`src/rtl/hpfs_map.vh`:
```
`ifndef HPFS_MAP_VH
`define HPFS_MAP_VH
`define HPFS_NUM_PINS      11
`define HPFS_PIN_D6        0
`define HPFS_PIN_D7        1
`define HPFS_PIN_SEL0      2
`define HPFS_PIN_SEL2      4
`define HPFS_PIN_DIR       5
`define HPFS_PIN_STROBE    6
`define HPFS_PIN_CS        7
`define HPFS_PIN_REQ       8
`define HPFS_PIN_ACK       9
`define HPFS_PIN_RXREQ     9
`define HPFS_BUS_SINGLE    1'b0
`define HPFS_BUS_DOUBLE    1'b1
`define HPFS_REQMODE_ONE   1'b0
`define HPFS_REQMODE_SPLIT 1'b1
`define HPFS_PIN_IDLE      11'h000
`endif

```
`src/rtl/hpfs_od_out.v`:
```
`timescale 1ns/1ns
`include "hpfs_map.vh"
module hpfs_od_out (
    input  wire i_clk,
    input  wire i_rstn,
    input  wire i_host_en,
    input  wire i_assert,
    input  wire i_gpio_out,
    input  wire i_gpio_oe,
    output reg  o_pin_out,
    output reg  o_pin_oe
);
    // Host mode drives low only; otherwise a port B pin
    always @(posedge i_clk) begin
        if (!i_rstn) begin
            o_pin_out <= 1'b0;
            o_pin_oe  <= 1'b0;
        end else if (i_host_en) begin
            o_pin_out <= 1'b0;
            o_pin_oe  <= i_assert;
        end else begin
            o_pin_out <= i_gpio_out;
            o_pin_oe  <= i_gpio_oe;
        end
    end
endmodule // hpfs_od_out

```
`src/rtl/hpfs_pin_select.v`:
```
`timescale 1ns/1ns
`include "hpfs_map.vh"
module hpfs_pin_select #(
    parameter NUM_PINS = `HPFS_NUM_PINS
) (
    input  wire                i_clk,
    input  wire                i_rstn,
    input  wire [NUM_PINS-1:0] i_host_pin_sel,
    input  wire                i_bus_mode,
    input  wire                i_request_mode_select,
    input  wire [NUM_PINS-1:0] i_pin_in,
    output wire [NUM_PINS-1:0] o_pin_out,
    output wire [NUM_PINS-1:0] o_pin_oe,
    input  wire [NUM_PINS-1:0] i_gpio_out,
    input  wire [NUM_PINS-1:0] i_gpio_oe,
    output reg  [NUM_PINS-1:0] o_gpio_in,
    input  wire                i_tx_request,
    input  wire                i_rx_request,
    output reg  [2:0]          o_host_reg_select,
    output reg  [1:0]          o_host_data_upper,
    output wire                o_host_read_start,
    output wire                o_host_write_start,
    output wire                o_host_busy,
    output reg                 o_host_acknowledge
);
    wire pin_sel_full;
    wire req_host;
    wire rxreq_host;
    wire req_assert;
    wire rxreq_assert;
    wire [1:0] next_data;
    wire [2:0] next_sel;
    genvar g;

    // Host strobes only usable when direction, strobe and select pins are all host
    assign pin_sel_full = i_rstn & i_host_pin_sel[`HPFS_PIN_DIR]
                        & i_host_pin_sel[`HPFS_PIN_STROBE] & i_host_pin_sel[`HPFS_PIN_CS];

    // Data and register select are forced to zero during reset or gpio use
    assign next_data = {i_host_pin_sel[`HPFS_PIN_D7] & i_pin_in[`HPFS_PIN_D7],
                        i_host_pin_sel[`HPFS_PIN_D6] & i_pin_in[`HPFS_PIN_D6]};
    assign next_sel  = i_host_pin_sel[`HPFS_PIN_SEL2:`HPFS_PIN_SEL0]
                     & i_pin_in[`HPFS_PIN_SEL2:`HPFS_PIN_SEL0];

    always @(posedge i_clk) begin
        if (!i_rstn) begin
            o_host_data_upper  <= 2'h0;
            o_host_reg_select  <= 3'h0;
            o_host_acknowledge <= 1'b0;
        end else begin
            o_host_data_upper  <= next_data;
            o_host_reg_select  <= next_sel;
            o_host_acknowledge <= i_host_pin_sel[`HPFS_PIN_ACK]
                                & (i_request_mode_select == `HPFS_REQMODE_ONE)
                                & ~i_pin_in[`HPFS_PIN_ACK];
        end
    end

    hpfs_strobe_decode u_strobe (
        .i_clk         (i_clk),
        .i_rstn        (i_rstn),
        .i_active      (pin_sel_full),
        .i_bus_mode    (i_bus_mode),
        .i_select_n    (i_pin_in[`HPFS_PIN_CS]),
        .i_dir_pin     (i_pin_in[`HPFS_PIN_DIR]),
        .i_strobe_pin  (i_pin_in[`HPFS_PIN_STROBE]),
        .o_read_start  (o_host_read_start),
        .o_write_start (o_host_write_start),
        .o_busy        (o_host_busy)
    );

    // Mode 0: one combined request; mode 1: transmit on request pin, receive on second pin
    assign req_host     = i_host_pin_sel[`HPFS_PIN_REQ];
    assign rxreq_host   = i_host_pin_sel[`HPFS_PIN_RXREQ]
                        & (i_request_mode_select == `HPFS_REQMODE_SPLIT);
    assign req_assert   = (i_request_mode_select == `HPFS_REQMODE_ONE)
                        ? (i_tx_request | i_rx_request)
                        : i_tx_request;
    assign rxreq_assert = i_rx_request;

    hpfs_od_out u_req (
        .i_clk      (i_clk),
        .i_rstn     (i_rstn),
        .i_host_en  (req_host),
        .i_assert   (req_assert),
        .i_gpio_out (i_gpio_out[`HPFS_PIN_REQ]),
        .i_gpio_oe  (i_gpio_oe[`HPFS_PIN_REQ]),
        .o_pin_out  (o_pin_out[`HPFS_PIN_REQ]),
        .o_pin_oe   (o_pin_oe[`HPFS_PIN_REQ])
    );

    hpfs_od_out u_rxreq (
        .i_clk      (i_clk),
        .i_rstn     (i_rstn),
        .i_host_en  (rxreq_host | i_host_pin_sel[`HPFS_PIN_ACK]),
        .i_assert   (rxreq_host & rxreq_assert),
        .i_gpio_out (i_gpio_out[`HPFS_PIN_RXREQ]),
        .i_gpio_oe  (i_gpio_oe[`HPFS_PIN_RXREQ]),
        .o_pin_out  (o_pin_out[`HPFS_PIN_RXREQ]),
        .o_pin_oe   (o_pin_oe[`HPFS_PIN_RXREQ])
    );

    // Input-only host pins fall back to port B gpio
    generate
        for (g = 0; g < NUM_PINS; g = g + 1) begin : g_gpio
            if (g != `HPFS_PIN_REQ && g != `HPFS_PIN_RXREQ) begin : g_in
                reg pin_out;
                reg pin_oe;
                always @(posedge i_clk) begin
                    if (!i_rstn) begin
                        pin_out <= 1'b0;
                        pin_oe  <= 1'b0;
                    end else begin
                        pin_out <= i_gpio_out[g] & ~i_host_pin_sel[g];
                        pin_oe  <= i_gpio_oe[g] & ~i_host_pin_sel[g];
                    end
                end
                assign o_pin_out[g] = pin_out;
                assign o_pin_oe[g]  = pin_oe;
            end
        end
    endgenerate

    always @(posedge i_clk) begin
        if (!i_rstn) begin
            o_gpio_in <= `HPFS_PIN_IDLE;
        end else begin
            o_gpio_in <= i_pin_in & ~i_host_pin_sel;
        end
    end
endmodule // hpfs_pin_select

```
`src/rtl/hpfs_strobe_decode.v`:
```
`timescale 1ns/1ns
`include "hpfs_map.vh"
module hpfs_strobe_decode (
    input  wire i_clk,
    input  wire i_rstn,
    input  wire i_active,
    input  wire i_bus_mode,
    input  wire i_select_n,
    input  wire i_dir_pin,
    input  wire i_strobe_pin,
    output reg  o_read_start,
    output reg  o_write_start,
    output reg  o_busy
);
    reg  strobe_prev;
    wire sel;
    wire strobe_on;
    wire is_read;
    wire next_busy;

    assign sel       = i_active & ~i_select_n;
    // Single mode: shared pin is direction, strobe is data strobe
    assign strobe_on = (i_bus_mode == `HPFS_BUS_SINGLE) ? ~i_strobe_pin
                     : (~i_strobe_pin | ~i_dir_pin);
    assign is_read   = (i_bus_mode == `HPFS_BUS_SINGLE) ? i_dir_pin
                     : ~i_dir_pin;
    assign next_busy = sel & strobe_on;

    always @(posedge i_clk) begin
        if (!i_rstn) begin
            strobe_prev   <= 1'b0;
            o_read_start  <= 1'b0;
            o_write_start <= 1'b0;
            o_busy        <= 1'b0;
        end else begin
            strobe_prev   <= next_busy;
            o_busy        <= next_busy;
            o_read_start  <= next_busy & ~strobe_prev & is_read;
            o_write_start <= next_busy & ~strobe_prev & ~is_read;
        end
    end
endmodule // hpfs_strobe_decode

```
`config.mk`:
```
export PLATFORM = sky130hd
export DESIGN_NAME = hpfs_pin_select
export DESIGN_NICKNAME = d
export VERILOG_FILES = /design/src/rtl/hpfs_od_out.v /design/src/rtl/hpfs_pin_select.v /design/src/rtl/hpfs_strobe_decode.v
export VERILOG_INCLUDE_DIRS = /design/src /design/src/rtl
export SDC_FILE = /design/constraint.sdc
export NUM_CORES = 1
export LEC_CHECK = 0
export ABC_AREA = 1
export BUFFER_PORTS_ARGS = -buffer_cell sky130_fd_sc_hd__buf_2
export CAP_MARGIN = 20
export CORE_ASPECT_RATIO = 0.7
export CORE_UTILIZATION = 40
export DETAILED_ROUTE_END_ITERATION = 8
export PLACE_DENSITY = 0.73
export REMOVE_ABC_BUFFERS = 1
export SETUP_SLACK_MARGIN = 0.02
export SLEW_MARGIN = 20
export SYNTH_ARGS = -nofsm -noshare
export SYNTH_HDL_FRONTEND = slang
export SYNTH_SLANG_ARGS = --single-unit
export TNS_END_PERCENT = 20
```
`constraint.sdc`:
```
create_clock -name i_clk -period 0.8 [get_ports i_clk]
set_input_delay 0.16 -clock i_clk [delete_from_list [all_inputs] [get_ports i_clk]]
set_output_delay 0.16 -clock i_clk [all_outputs]
set_load 0.1 [all_outputs]
```
# After elaboration in Yosys (flattened, before gate mapping)
# Index checks and enable logic that the tools add are counted.
dict set report word_totals {
  input_bits 50
  wordCells 91
  out_inout_bits 42
  register_bits 42
}
dict set report classes {
  n_mux 5
  bitwise_logic 55
  n_reduce_logical 2
}
# operator count
set op_table {}
lappend op_table {{$and 1x1->1} 32}
lappend op_table {{$not 1->1} 17}
lappend op_table {{$and 11x11->11} 1}
lappend op_table {{$not 11->11} 1}
lappend op_table {{$mux 1} 5}
lappend op_table {{$reduce_or 2->1} 2}
lappend op_table {{$and 3x3->3} 1}
lappend op_table {{$or 1x1->1} 3}

# Depth between registers and ports, before layout
# Gate-level depths: netlist of run 1.
dict set report depth {
  word_depth 7
  mapped_depth 5
  depth_no_buf 5
}

# Cells and area by module
# A second synthesis of run 1 with hierarchy kept.
dict set report unflattened {
  hier_cells 189
  hier_area_um2 1503.9
}
# module n_inst area_per_inst_um2 cells_per_inst seq_area_each_um2
set modules_own_cells {}
lappend modules_own_cells {hpfs_pin_select 1 1231.2 151 700.7}
lappend modules_own_cells {hpfs_od_out 2 68.8 9 40.0}
lappend modules_own_cells {hpfs_strobe_decode 1 135.1 20 60.1}

# Worst setup path after synthesis of run 1
# OpenSTA, ideal clock, no wires.
dict set report synth_timing {
  path_kind {reg-to-reg}
  from {register, netlist name u_strobe.o_busy}
  to {register u_strobe.o_write_start}
  arrival_time_ns 1.174
  synth_period_minus_slack_ns 1.292
  n_path_buf 0
  path_stages_with_launch 4
  setup_time_ns 0.119
  path_slack_ns -0.492
  t_required_ns 0.681
  cell_sequence {dfxtp_1 inv_1 nand3_1 nor2_1}
}
# item line
set synth_lines {}
lappend synth_lines {{end signal: assignment} hpfs_strobe_decode.v:39} ;# o_write_start <= next_busy & ~strobe_prev & ~is_read;
lappend synth_lines {{end: declaration} hpfs_strobe_decode.v:12} ;# output reg o_write_start,

# Worst setup path after layout of run 1
dict set report layout_timing {
  from {register o_host_reg_select[1]}
  to {output port o_host_reg_select[1]}
}
# item line
set layout_lines {}
lappend layout_lines {{start: declaration} hpfs_pin_select.v:19} ;# output reg [2:0] o_host_reg_select,
lappend layout_lines {{start signal: assignment} hpfs_pin_select.v:52} ;# o_host_reg_select <= next_sel;
# No word-level cell between the ends.

==> flow_summary_export.csv, run 1 <==
group,metric,value,unit
global_route,grt_max_degree,18,
global_route,globalRouteTotalUtil,0.211,
synthesis,yosysMostFrequentCell,"dfxtp_1",
setup_path,crit_buf_inv,1,
die,rows,17,
setup_path,cpMaxStageDelayCell,"dfxtp_2",
power,seqPwrFrac,0.462,
setup_path,cp_max_fo,1,
die,die_width,73.1,um
route,wl_met1,1.45,mm
power,finalPower,4890,uW
timing,drv_slew,0,
clocking,cts.sinks,42,
place,port_buffers,91,
timing,rsz0062_at_grt,"yes",
status,status,"complete, but fails checks",
die,die-area,3780,sq um
power,power_density,1910,nW/um^2
power,switchingPower,1550,uW
route,dr.pass1.iters,4,
route,top_layer,"met4",
place,hpwlAfterDp,2.60,mm
cells_and_area,insertedDiodeCount,0,
synthesis,async_flop_share,0,
place,gp_congestion,0.780,
synthesis,synth_top_area_share,0.594,
cells_and_area,design_area,2550,sq um
global_route,antenna_found_initial,0,
global_route,grt_pass1_wl,5.80,mm
synthesis,ys_seq_area_frac,0.594,
route,ant_nets,0,
synthesis,synthTopCellsByCount,"42 x dfxtp_1, 36 x nand2_1, 36 x nor2_1",
cells_and_area,area_growth,80.5,%
synthesis,yosysUniqueCellTypes,17,
power,switching_share,0.317,
setup_path,critical_path_required,640,ps
route,wire_per_inst,12.7,um
timing,finalCritPeriodShare,1.23,
clocking,clk_pin_slew,80,ps
power,pwr-share-comb,0.255,
flow_run,maxCapViolations,0,
clocking,cts_buffers,5,
setup_path,endpoint_kind,"output pin",
timing,setup_ws,-180,ps
timing,setup_viol,42,
route,drt_wl_total,3.64,mm
clocking,htree_levels,2,
synthesis,syn_area,1420,sq um
power,ir_drop,1420,uV
setup_path,critPathMaxStageDelay,360,ps
clocking,clk_latency,290,ps
setup_path,setup.worst_path.class,"reg2out",
synthesis,synth_cells,161,
timing,relSlewSlack,0.858,
synthesis,netlist_top_cells_area,"dfxtp_1 59%, buf_4 12%, nand2_1 9.5%, nor2_1 9.5%, inv_1 2.1%",
die,ios,92,
timing,fmax,1020,MHz
worst_hold_path,holdCritPathClass,"in2reg",
clocking,cts_tree,"built",
cells_and_area,nets,289,
setup_path,crit_path_start_kind,"flip-flop",
timing,tightest_slew,213,ps
clocking,cts_root_buf,"clkbuf_8",
timing,setup_tns,-6790,ps
die,core,3250,sq um
synthesis,synth_edf_count,0,
route,drt-initial-drc-count,48,
setup_path,cp.arrival,820,ps
route,vias,1257,
route,route.detailed.drc,0,
timing,min_period,980,ps
power,p_int,3340,uW
timing,hold_viol,0,
cells_and_area,drive_above_1_share,0.617,
global_route,grt_pass1_vias,1254,
power,p_clk_frac,0.283,
global_route,grt_overflow,0,
synthesis,ys_seq_elements,42,
setup_path,cp_cell_sequence,"buf_12",
route,vias_per_cell,4.38,
die,die_y,51.8,um
synthesis,yosysTopAreaCell,"dfxtp_1",
power,cellLeakagePower,0.00119,uW
status,violations,"setup timing",
route,wl_met3,383,um
synthesis,synth_warnings,0,
synthesis,syn_area_per_cell,8.79,sq um
synthesis,synth_ff_type,"dfxtp_1",
die,start_util,0.435,
clocking,ctsHoldBuffers,0,
clocking,cts_buffer_depth,2,
timing,finalClockSkew,6.76,ps
setup_path,path_delay_family,"flip-flops",
place,place_area,2400,sq um
route,wl_met2,1.75,mm
[flip-flops by register name, summed over array words and instances, names as in the netlist, 2 cells and up]
name,flops
g_gpio.g_in.pin_out,9
g_gpio.g_in.pin_oe,9
o_host_reg_select,3
o_gpio_in,11
o_host_data_upper,2
[cells by family (layout without fill, tap and decap cells)]
logic type | Yosys count | after routing | share of synthesized area
flip-flops | 42 | 42 | 0.594
XOR/XNOR | 1 | 1 | 0.00619
AO/OA/AOI/OAI | 4 | 4 | 0.0150
AND/OR/NAND/NOR | 80 | 80 | 0.225
buffers and inverters | 34 | 113 | 0.160
[layout make-up]
| class | instances | area (sq um) |
|---|---|---|
| Multi-Input combinational cell | 85 | 353 |
| Timing Repair Buffer | 96 | 1120 |
| Sequential cell | 42 | 893 |
| Tap cell | 47 | 58.8 |
| Clock inverter | 1 | 5.00 |
| Fill cell | 209 | 701 |
| Clock buffer | 7 | 86.3 |
| Inverter | 9 | 33.8 |
[cell usage in the layout, fill, tap and decap left out, drive strengths merged]
cell type	count
a21oi	1
a31oi	1
and2	1
buf	96
clkbuf	7
clkinv	1
dfxtp	42
inv	9
nand2	36
nand3	2
nor2	36
nor3	2
nor3b	2
nor4	1
o21ai	2
xor2	1
[path summary, 6_finish.rpt]
check | start | end | slack (ps) | cells past startpoint
setup / recovery | o_host_reg_select[1] | o_host_reg_select[1] | -180 | 1
hold / removal | i_host_pin_sel[10] | g_gpio[10].g_in.pin_out | 50 | 2
setup reg to reg | u_strobe.o_busy | u_strobe.o_write_start | 50 | 4
hold reg to reg | u_strobe.o_busy | u_strobe.o_read_start | 620 | 4
[layer usage]
| metal | up-vias | track usage |
|---|---|---|
| met3 | 7 | 0.0872 |
| met5 | - | 0 |
| met4 | 0 | 0.0784 |
| met2 | 63 | 0.369 |
| met1 | 568 | 0.229 |
| li1 | 619 | - |
[per-stage QoR]
step | setup WS (ps) | std cells | util | hold slack (ps)
floorplan | -492 | 136 | - | 232
global placement | 44.2 | 278 | 0.737 | 348
detailed placement | 1.66 | 278 | 0.737 | 352
CTS | -186 | 286 | 0.781 | 36.0
global route | -212 | 287 | 0.785 | 30.0
finish | -180 | 287 | 0.785 | 51.6
[repair_timing]
item / CTS / global route
endpoints found under the setup margin: 42 / 42
resized for setup: 42 / 2
setup buffers: 0 / 1
pin swaps: 0 / 1
[power by group through the flow]
| stage | clock (uW) | sequential, uW | combinational [uW] |
|---|---|---|---|
| 2_1_floorplan | 0 | 2840 | 96.3 |
| 3_3_place_gp | 0 | 2280 | 1220 |
| 3_5_place_dp | 0 | 2290 | 1240 |
| 4_1_cts | 1400 | 2260 | 1240 |
| 5_1_grt | 1540 | 2260 | 1300 |
| 6_report | 1380 | 2260 | 1250 |
Note: power is estimated with default switching activity, not from simulation.
==> run 2: changes to the inputs <==
--- a/config.mk
+++ b/config.mk
@@ -15,6 +15,7 @@
 export PLACE_DENSITY = 0.73
 export REMOVE_ABC_BUFFERS = 1
 export SETUP_SLACK_MARGIN = 0.02
+export SKIP_LAST_GASP = 1
 export SLEW_MARGIN = 20
 export SYNTH_ARGS = -nofsm -noshare
 export SYNTH_HDL_FRONTEND = slang
==> flow_summary_export.csv, run 2 (same netlist as run 1, synthesis figures left out) <==
group,metric,value,unit
power,p_int,3340,uW
cells_and_area,largestRegisters,"o_gpio_in: 11 flops, g_gpio.g_in.pin_oe: 9 flops, g_gpio.g_in.pin_out: 9 flops",
global_route,antenna_found_initial,0,
global_route,grt_pass1_vias,1254,
clocking,clk_latency,290,ps
setup_path,crit_buf_inv,1,
timing,fmax,1020,MHz
die,rows,17,
timing,min_period,980,ps
clocking,htree_levels,2,
place,place_area,2400,sq um
route,dr.pass1.iters,4,
cells_and_area,design_area,2550,sq um
die,start_util,0.435,
power,seqPwrFrac,0.462,
die,die_y,51.8,um
route,drt-initial-drc-count,48,
place,hpwlAfterDp,2.60,mm
die,core,3250,sq um
route,route.detailed.drc,0,
clocking,cts.sinks,42,
cells_and_area,final_common_cell,"buf_2",
global_route,grt_max_degree,18,
global_route,grt_pass1_wl,5.80,mm
place,dp.cells,278,
setup_path,cp.arrival,820,ps
timing,tightest_slew,213,ps
cells_and_area,nets,289,
setup_path,critical_path_required,640,ps
clocking,cts_tree,"built",
route,wl_met1,1.45,mm
flow_run,maxCapViolations,0,
power,switchingPower,1550,uW
cells_and_area,area_growth,80.1,%
global_route,grt_overflow,0,
setup_path,cpMaxStageDelayCell,"dfxtp_2",
power,ir_drop,1420,uV
power,cellLeakagePower,0.00119,uW
timing,relSlewSlack,0.858,
place,gp_congestion,0.780,
route,vias,1259,
cells_and_area,n_fill_cell,212,
cells_and_area,regMostFlops,"o_gpio_in",
timing,rsz0062_at_grt,"yes",
power,p_clk_frac,0.283,
route,wl_met2,1.75,mm
setup_path,crit_path_start_kind,"flip-flop",
clocking,cts_buffers,5,
timing,setup_viol,42,
route,ant_nets,0,
route,wl_met3,383,um
power,pwr-share-comb,0.255,
setup_path,path_delay_family,"flip-flops",
setup_path,endpoint_kind,"output pin",
cells_and_area,mostFrequentLayoutCells,"49 x buf_2, 42 x dfxtp_2, 42 x buf_12, 36 x nand2_1, 36 x nor2_1",
route,drt_wl_total,3.64,mm
timing,finalClockSkew,6.69,ps
cells_and_area,insertedDiodeCount,0,
route,wire_per_inst,12.7,um
timing,finalCritPeriodShare,1.23,
status,status,"complete, but fails checks",
setup_path,setup.worst_path.class,"reg2out",
cells_and_area,fin_cells,287,
cells_and_area,largest_reg_flops,11,
route,vias_per_cell,4.39,
place,port_buffers,91,
setup_path,cp_cell_sequence,"buf_12",
die,die_width,73.1,um
route,top_layer,"met4",
timing,hold_viol,0,
clocking,clk_pin_slew,80,ps
global_route,globalRouteTotalUtil,0.211,
die,ios,92,
power,switching_share,0.317,
power,power_density,1920,nW/um^2
timing,drv_slew,0,
die,die-area,3780,sq um
clocking,cts_root_buf,"clkbuf_8",
setup_path,critPathMaxStageDelay,360,ps
cells_and_area,drive_above_1_share,0.608,
setup_path,cp_max_fo,1,
worst_hold_path,holdCritPathClass,"in2reg",
status,violations,"setup timing",
clocking,cts_buffer_depth,2,
timing,setup_ws,-180,ps
==> run 2: cell counts in the layout (fill, tap and decap cells not counted) <==
No cell type changed its count.
==> run 2: area by class of cell <==
cell class / count / area [sq um] / area share
Sequential cell: 42 / 893 / 0.351
Multi-Input combinational cell: 85 / 348 / 0.136
Timing Repair Buffer: 96 / 1120 / 0.441
Clock inverter: 1 / 5.00 / 0.00196
Inverter: 9 / 33.8 / 0.0133
Clock buffer: 7 / 86.3 / 0.0339
Tap cell: 47 / 58.8 / 0.0231
==> run 2: metal layers <==
layer | vias to the layer above | GRT usage
met5 | - | 0
met2 | 63 | 0.369
met4 | 0 | 0.0784
met3 | 7 | 0.0872
met1 | 571 | 0.229
li1 | 618 | -
==> run 2: path summary, 6_finish.rpt <==
check	to	startpoint	slack (ps)	depth (start not counted)
max	o_host_reg_select[1]	o_host_reg_select[1]	-180	1
min	g_gpio[10].g_in.pin_out	i_host_pin_sel[10]	50	2
max reg2reg	u_strobe.o_write_start	u_strobe.o_busy	50	4
min reg2reg	u_strobe.o_read_start	u_strobe.o_busy	640	4
==> run 2: power by group through the flow <==
stage                     Combinational [uW]  Sequential (uW)  Clock [uW]
after floorplan                         96.3             2840           0
after global placement                  1220             2280           0
after detailed placement                1240             2290           0
after CTS                               1240             2260        1400
after global routing                    1300             2260        1540
final                                   1250             2260        1380
==> run 2: stage by stage <==
step | util | hold slack, ps | total power [uW] | setup slack, ps | setup TNS (ps)
6_report | 0.783 | 51.7 | 4880 | -180 | -6790
3_3_place_gp | 0.737 | 348 | 3510 | 44.2 | 0
2_1_floorplan | - | 232 | 2940 | -492 | -12290
5_1_grt | 0.783 | 30.0 | 5100 | -212 | -8180
3_5_place_dp | 0.737 | 352 | 3530 | 1.66 | 0
4_1_cts | 0.781 | 36.0 | 4890 | -186 | -7050
==> run 2: what timing repair did <==
action | CTS | global route
resized for setup | 42 | 0
hold buffers | 0 | 0
endpoints found under the hold margin | 0 | 0
buffers inserted | 0 | 1
pin swaps | 0 | 0
gates cloned | 0 | 0
setup endpoints to repair | 42 | 42
==> run 3: changes to the inputs <==
--- a/config.mk
+++ b/config.mk
@@ -15,6 +15,7 @@
 export PLACE_DENSITY = 0.73
 export REMOVE_ABC_BUFFERS = 1
 export SETUP_SLACK_MARGIN = 0.02
+export SKIP_CTS_REPAIR_TIMING = 1
 export SKIP_LAST_GASP = 1
 export SLEW_MARGIN = 20
 export SYNTH_ARGS = -nofsm -noshare
==> flow_summary_export.csv, run 3 (same netlist as run 1, synthesis figures left out) <==
group,metric,value,unit
status,status,"complete, but fails checks",
status,violations,"setup timing",
global_route,antenna_found_initial,0,
route,route.detailed.drc,0,
timing,relSlewSlack,0.859,
timing,setup_ws,-179,ps
clocking,cts_tree,"built",
cells_and_area,fin_cells,287,
power,finalPower,4880,uW
cells_and_area,insertedDiodeCount,0,
cells_and_area,drive_above_1_share,0.608,
global_route,grt_overflow,0,
route,vias_per_cell,4.37,
setup_path,endpoint_kind,"output pin",
cells_and_area,design_area,2550,sq um
die,die_width,73.1,um
timing,rsz0062_at_grt,"yes",
timing,hold_viol,0,
global_route,grt_max_degree,18,
timing,finalCritPeriodShare,1.22,
global_route,grt_pass1_vias,1156,
timing,setup_viol,42,
cells_and_area,largestRegisters,"o_gpio_in: 11 flops, g_gpio.g_in.pin_oe: 9 flops, g_gpio.g_in.pin_out: 9 flops",
die,rows,17,
die,start_util,0.435,
power,cellLeakagePower,0.00119,uW
place,place_area,2400,sq um
cells_and_area,largest_reg_flops,11,
route,wire_per_inst,12.7,um
global_route,globalRouteTotalUtil,0.182,
setup_path,path_delay_family,"flip-flops",
clocking,cts.sinks,42,
setup_path,cp.arrival,820,ps
route,vias,1253,
timing,min_period,979,ps
cells_and_area,final_common_cell,"buf_2",
setup_path,crit_buf_inv,1,
cells_and_area,seq_area,893,sq um
cells_and_area,n_fill_cell,212,
place,dp.cells,278,
place,port_buffers,91,
timing,finalClockSkew,7.10,ps
cells_and_area,final_core_util,0.783,
place,hpwlAfterDp,2.60,mm
die,ios,92,
setup_path,cp_max_fo,1,
setup_path,setup.worst_path.class,"reg2out",
flow_run,maxCapViolations,0,
worst_hold_path,holdCritPathClass,"in2reg",
cells_and_area,multi_input_area,348,sq um
setup_path,cp_cell_sequence,"buf_12",
route,dr.pass1.iters,4,
clocking,cts_buffers,5,
clocking,cts_buffer_depth,2,
route,drt-initial-drc-count,59,
die,die_y,51.8,um
die,die-area,3780,sq um
route,drt_wl_total,3.64,mm
timing,fmax,1020,MHz
setup_path,crit_path_start_kind,"flip-flop",
power,ir_drop,1420,uV
global_route,grt_pass1_wl,5.00,mm
die,core,3250,sq um
clocking,clk_pin_slew,80,ps
timing,drv_slew,0,
clocking,cts_root_buf,"clkbuf_8",
route,ant_nets,0,
clocking,clk_latency,290,ps
place,gp_congestion,0.780,
cells_and_area,area_growth,80.1,%
cells_and_area,mostFrequentLayoutCells,"49 x buf_2, 42 x dfxtp_2, 42 x buf_12, 36 x nand2_1, 36 x nor2_1",
cells_and_area,regMostFlops,"o_gpio_in",
clocking,htree_levels,2,
power,power_density,1920,nW/um^2
setup_path,critPathMaxStageDelay,360,ps
cells_and_area,nets,289,
timing,tightest_slew,211,ps
setup_path,critical_path_required,640,ps
setup_path,cpMaxStageDelayCell,"dfxtp_2",
place,dp_slack,1.66,ps
run 3: cell counts in the layout (fill, tap and decap cells not counted):
Identical to the previous run, type by type.
run 3: per-layer routing:
| layer | GRT usage | vias to the layer above | wire (um) |
|---|---|---|---|
| met1 | 0.189 | 563 | 1400 |
| met2 | 0.306 | 65 | 1770 |
| met3 | 0.101 | 7 | 414 |
| met4 | 0.0784 | 0 | 58 |
| li1 | - | 618 | - |
| met5 | 0 | - | 0 |
run 3: per-stage QoR:
| stage | TNS, ps | hold slack [ps] |
|---|---|---|
| after floorplan | -12290 | 232 |
| after global placement | 0 | 348 |
| after detailed placement | 0 | 352 |
| after CTS | -8330 | 43.2 |
| after global routing | -8180 | 30.0 |
| final | -6770 | 50.6 |
run 3: cell type report:
| class | count | share of cell area |
|---|---|---|
| clock inverter | 1 | 0.00196 |
| multi-input combinational | 85 | 0.136 |
| tap | 47 | 0.0231 |
| timing repair buffer | 96 | 0.441 |
| inverter | 9 | 0.0133 |
| clock buffer | 7 | 0.0339 |
| sequential | 42 | 0.351 |
run 3: worst paths after layout:
| path | from | endpoint | slack (ps) | depth (start not counted) |
|---|---|---|---|---|
| hold reg to reg | u_strobe.o_busy | u_strobe.o_read_start | 640 | 4 |
| setup / recovery | o_host_reg_select[1] | o_host_reg_select[1] | -180 | 1 |
| setup reg to reg | u_strobe.o_busy | u_strobe.o_write_start | 50 | 4 |
| hold / removal | i_host_pin_sel[10] | g_gpio[10].g_in.pin_out | 50 | 2 |
run 3: power by group:
group	leakage [uW]	switching, uW	total [uW]	internal, uW
Combinational	0.000785	795	1250	452
Clock	0.0000482	682	1380	696
Sequential	0.000361	67.9	2260	2190
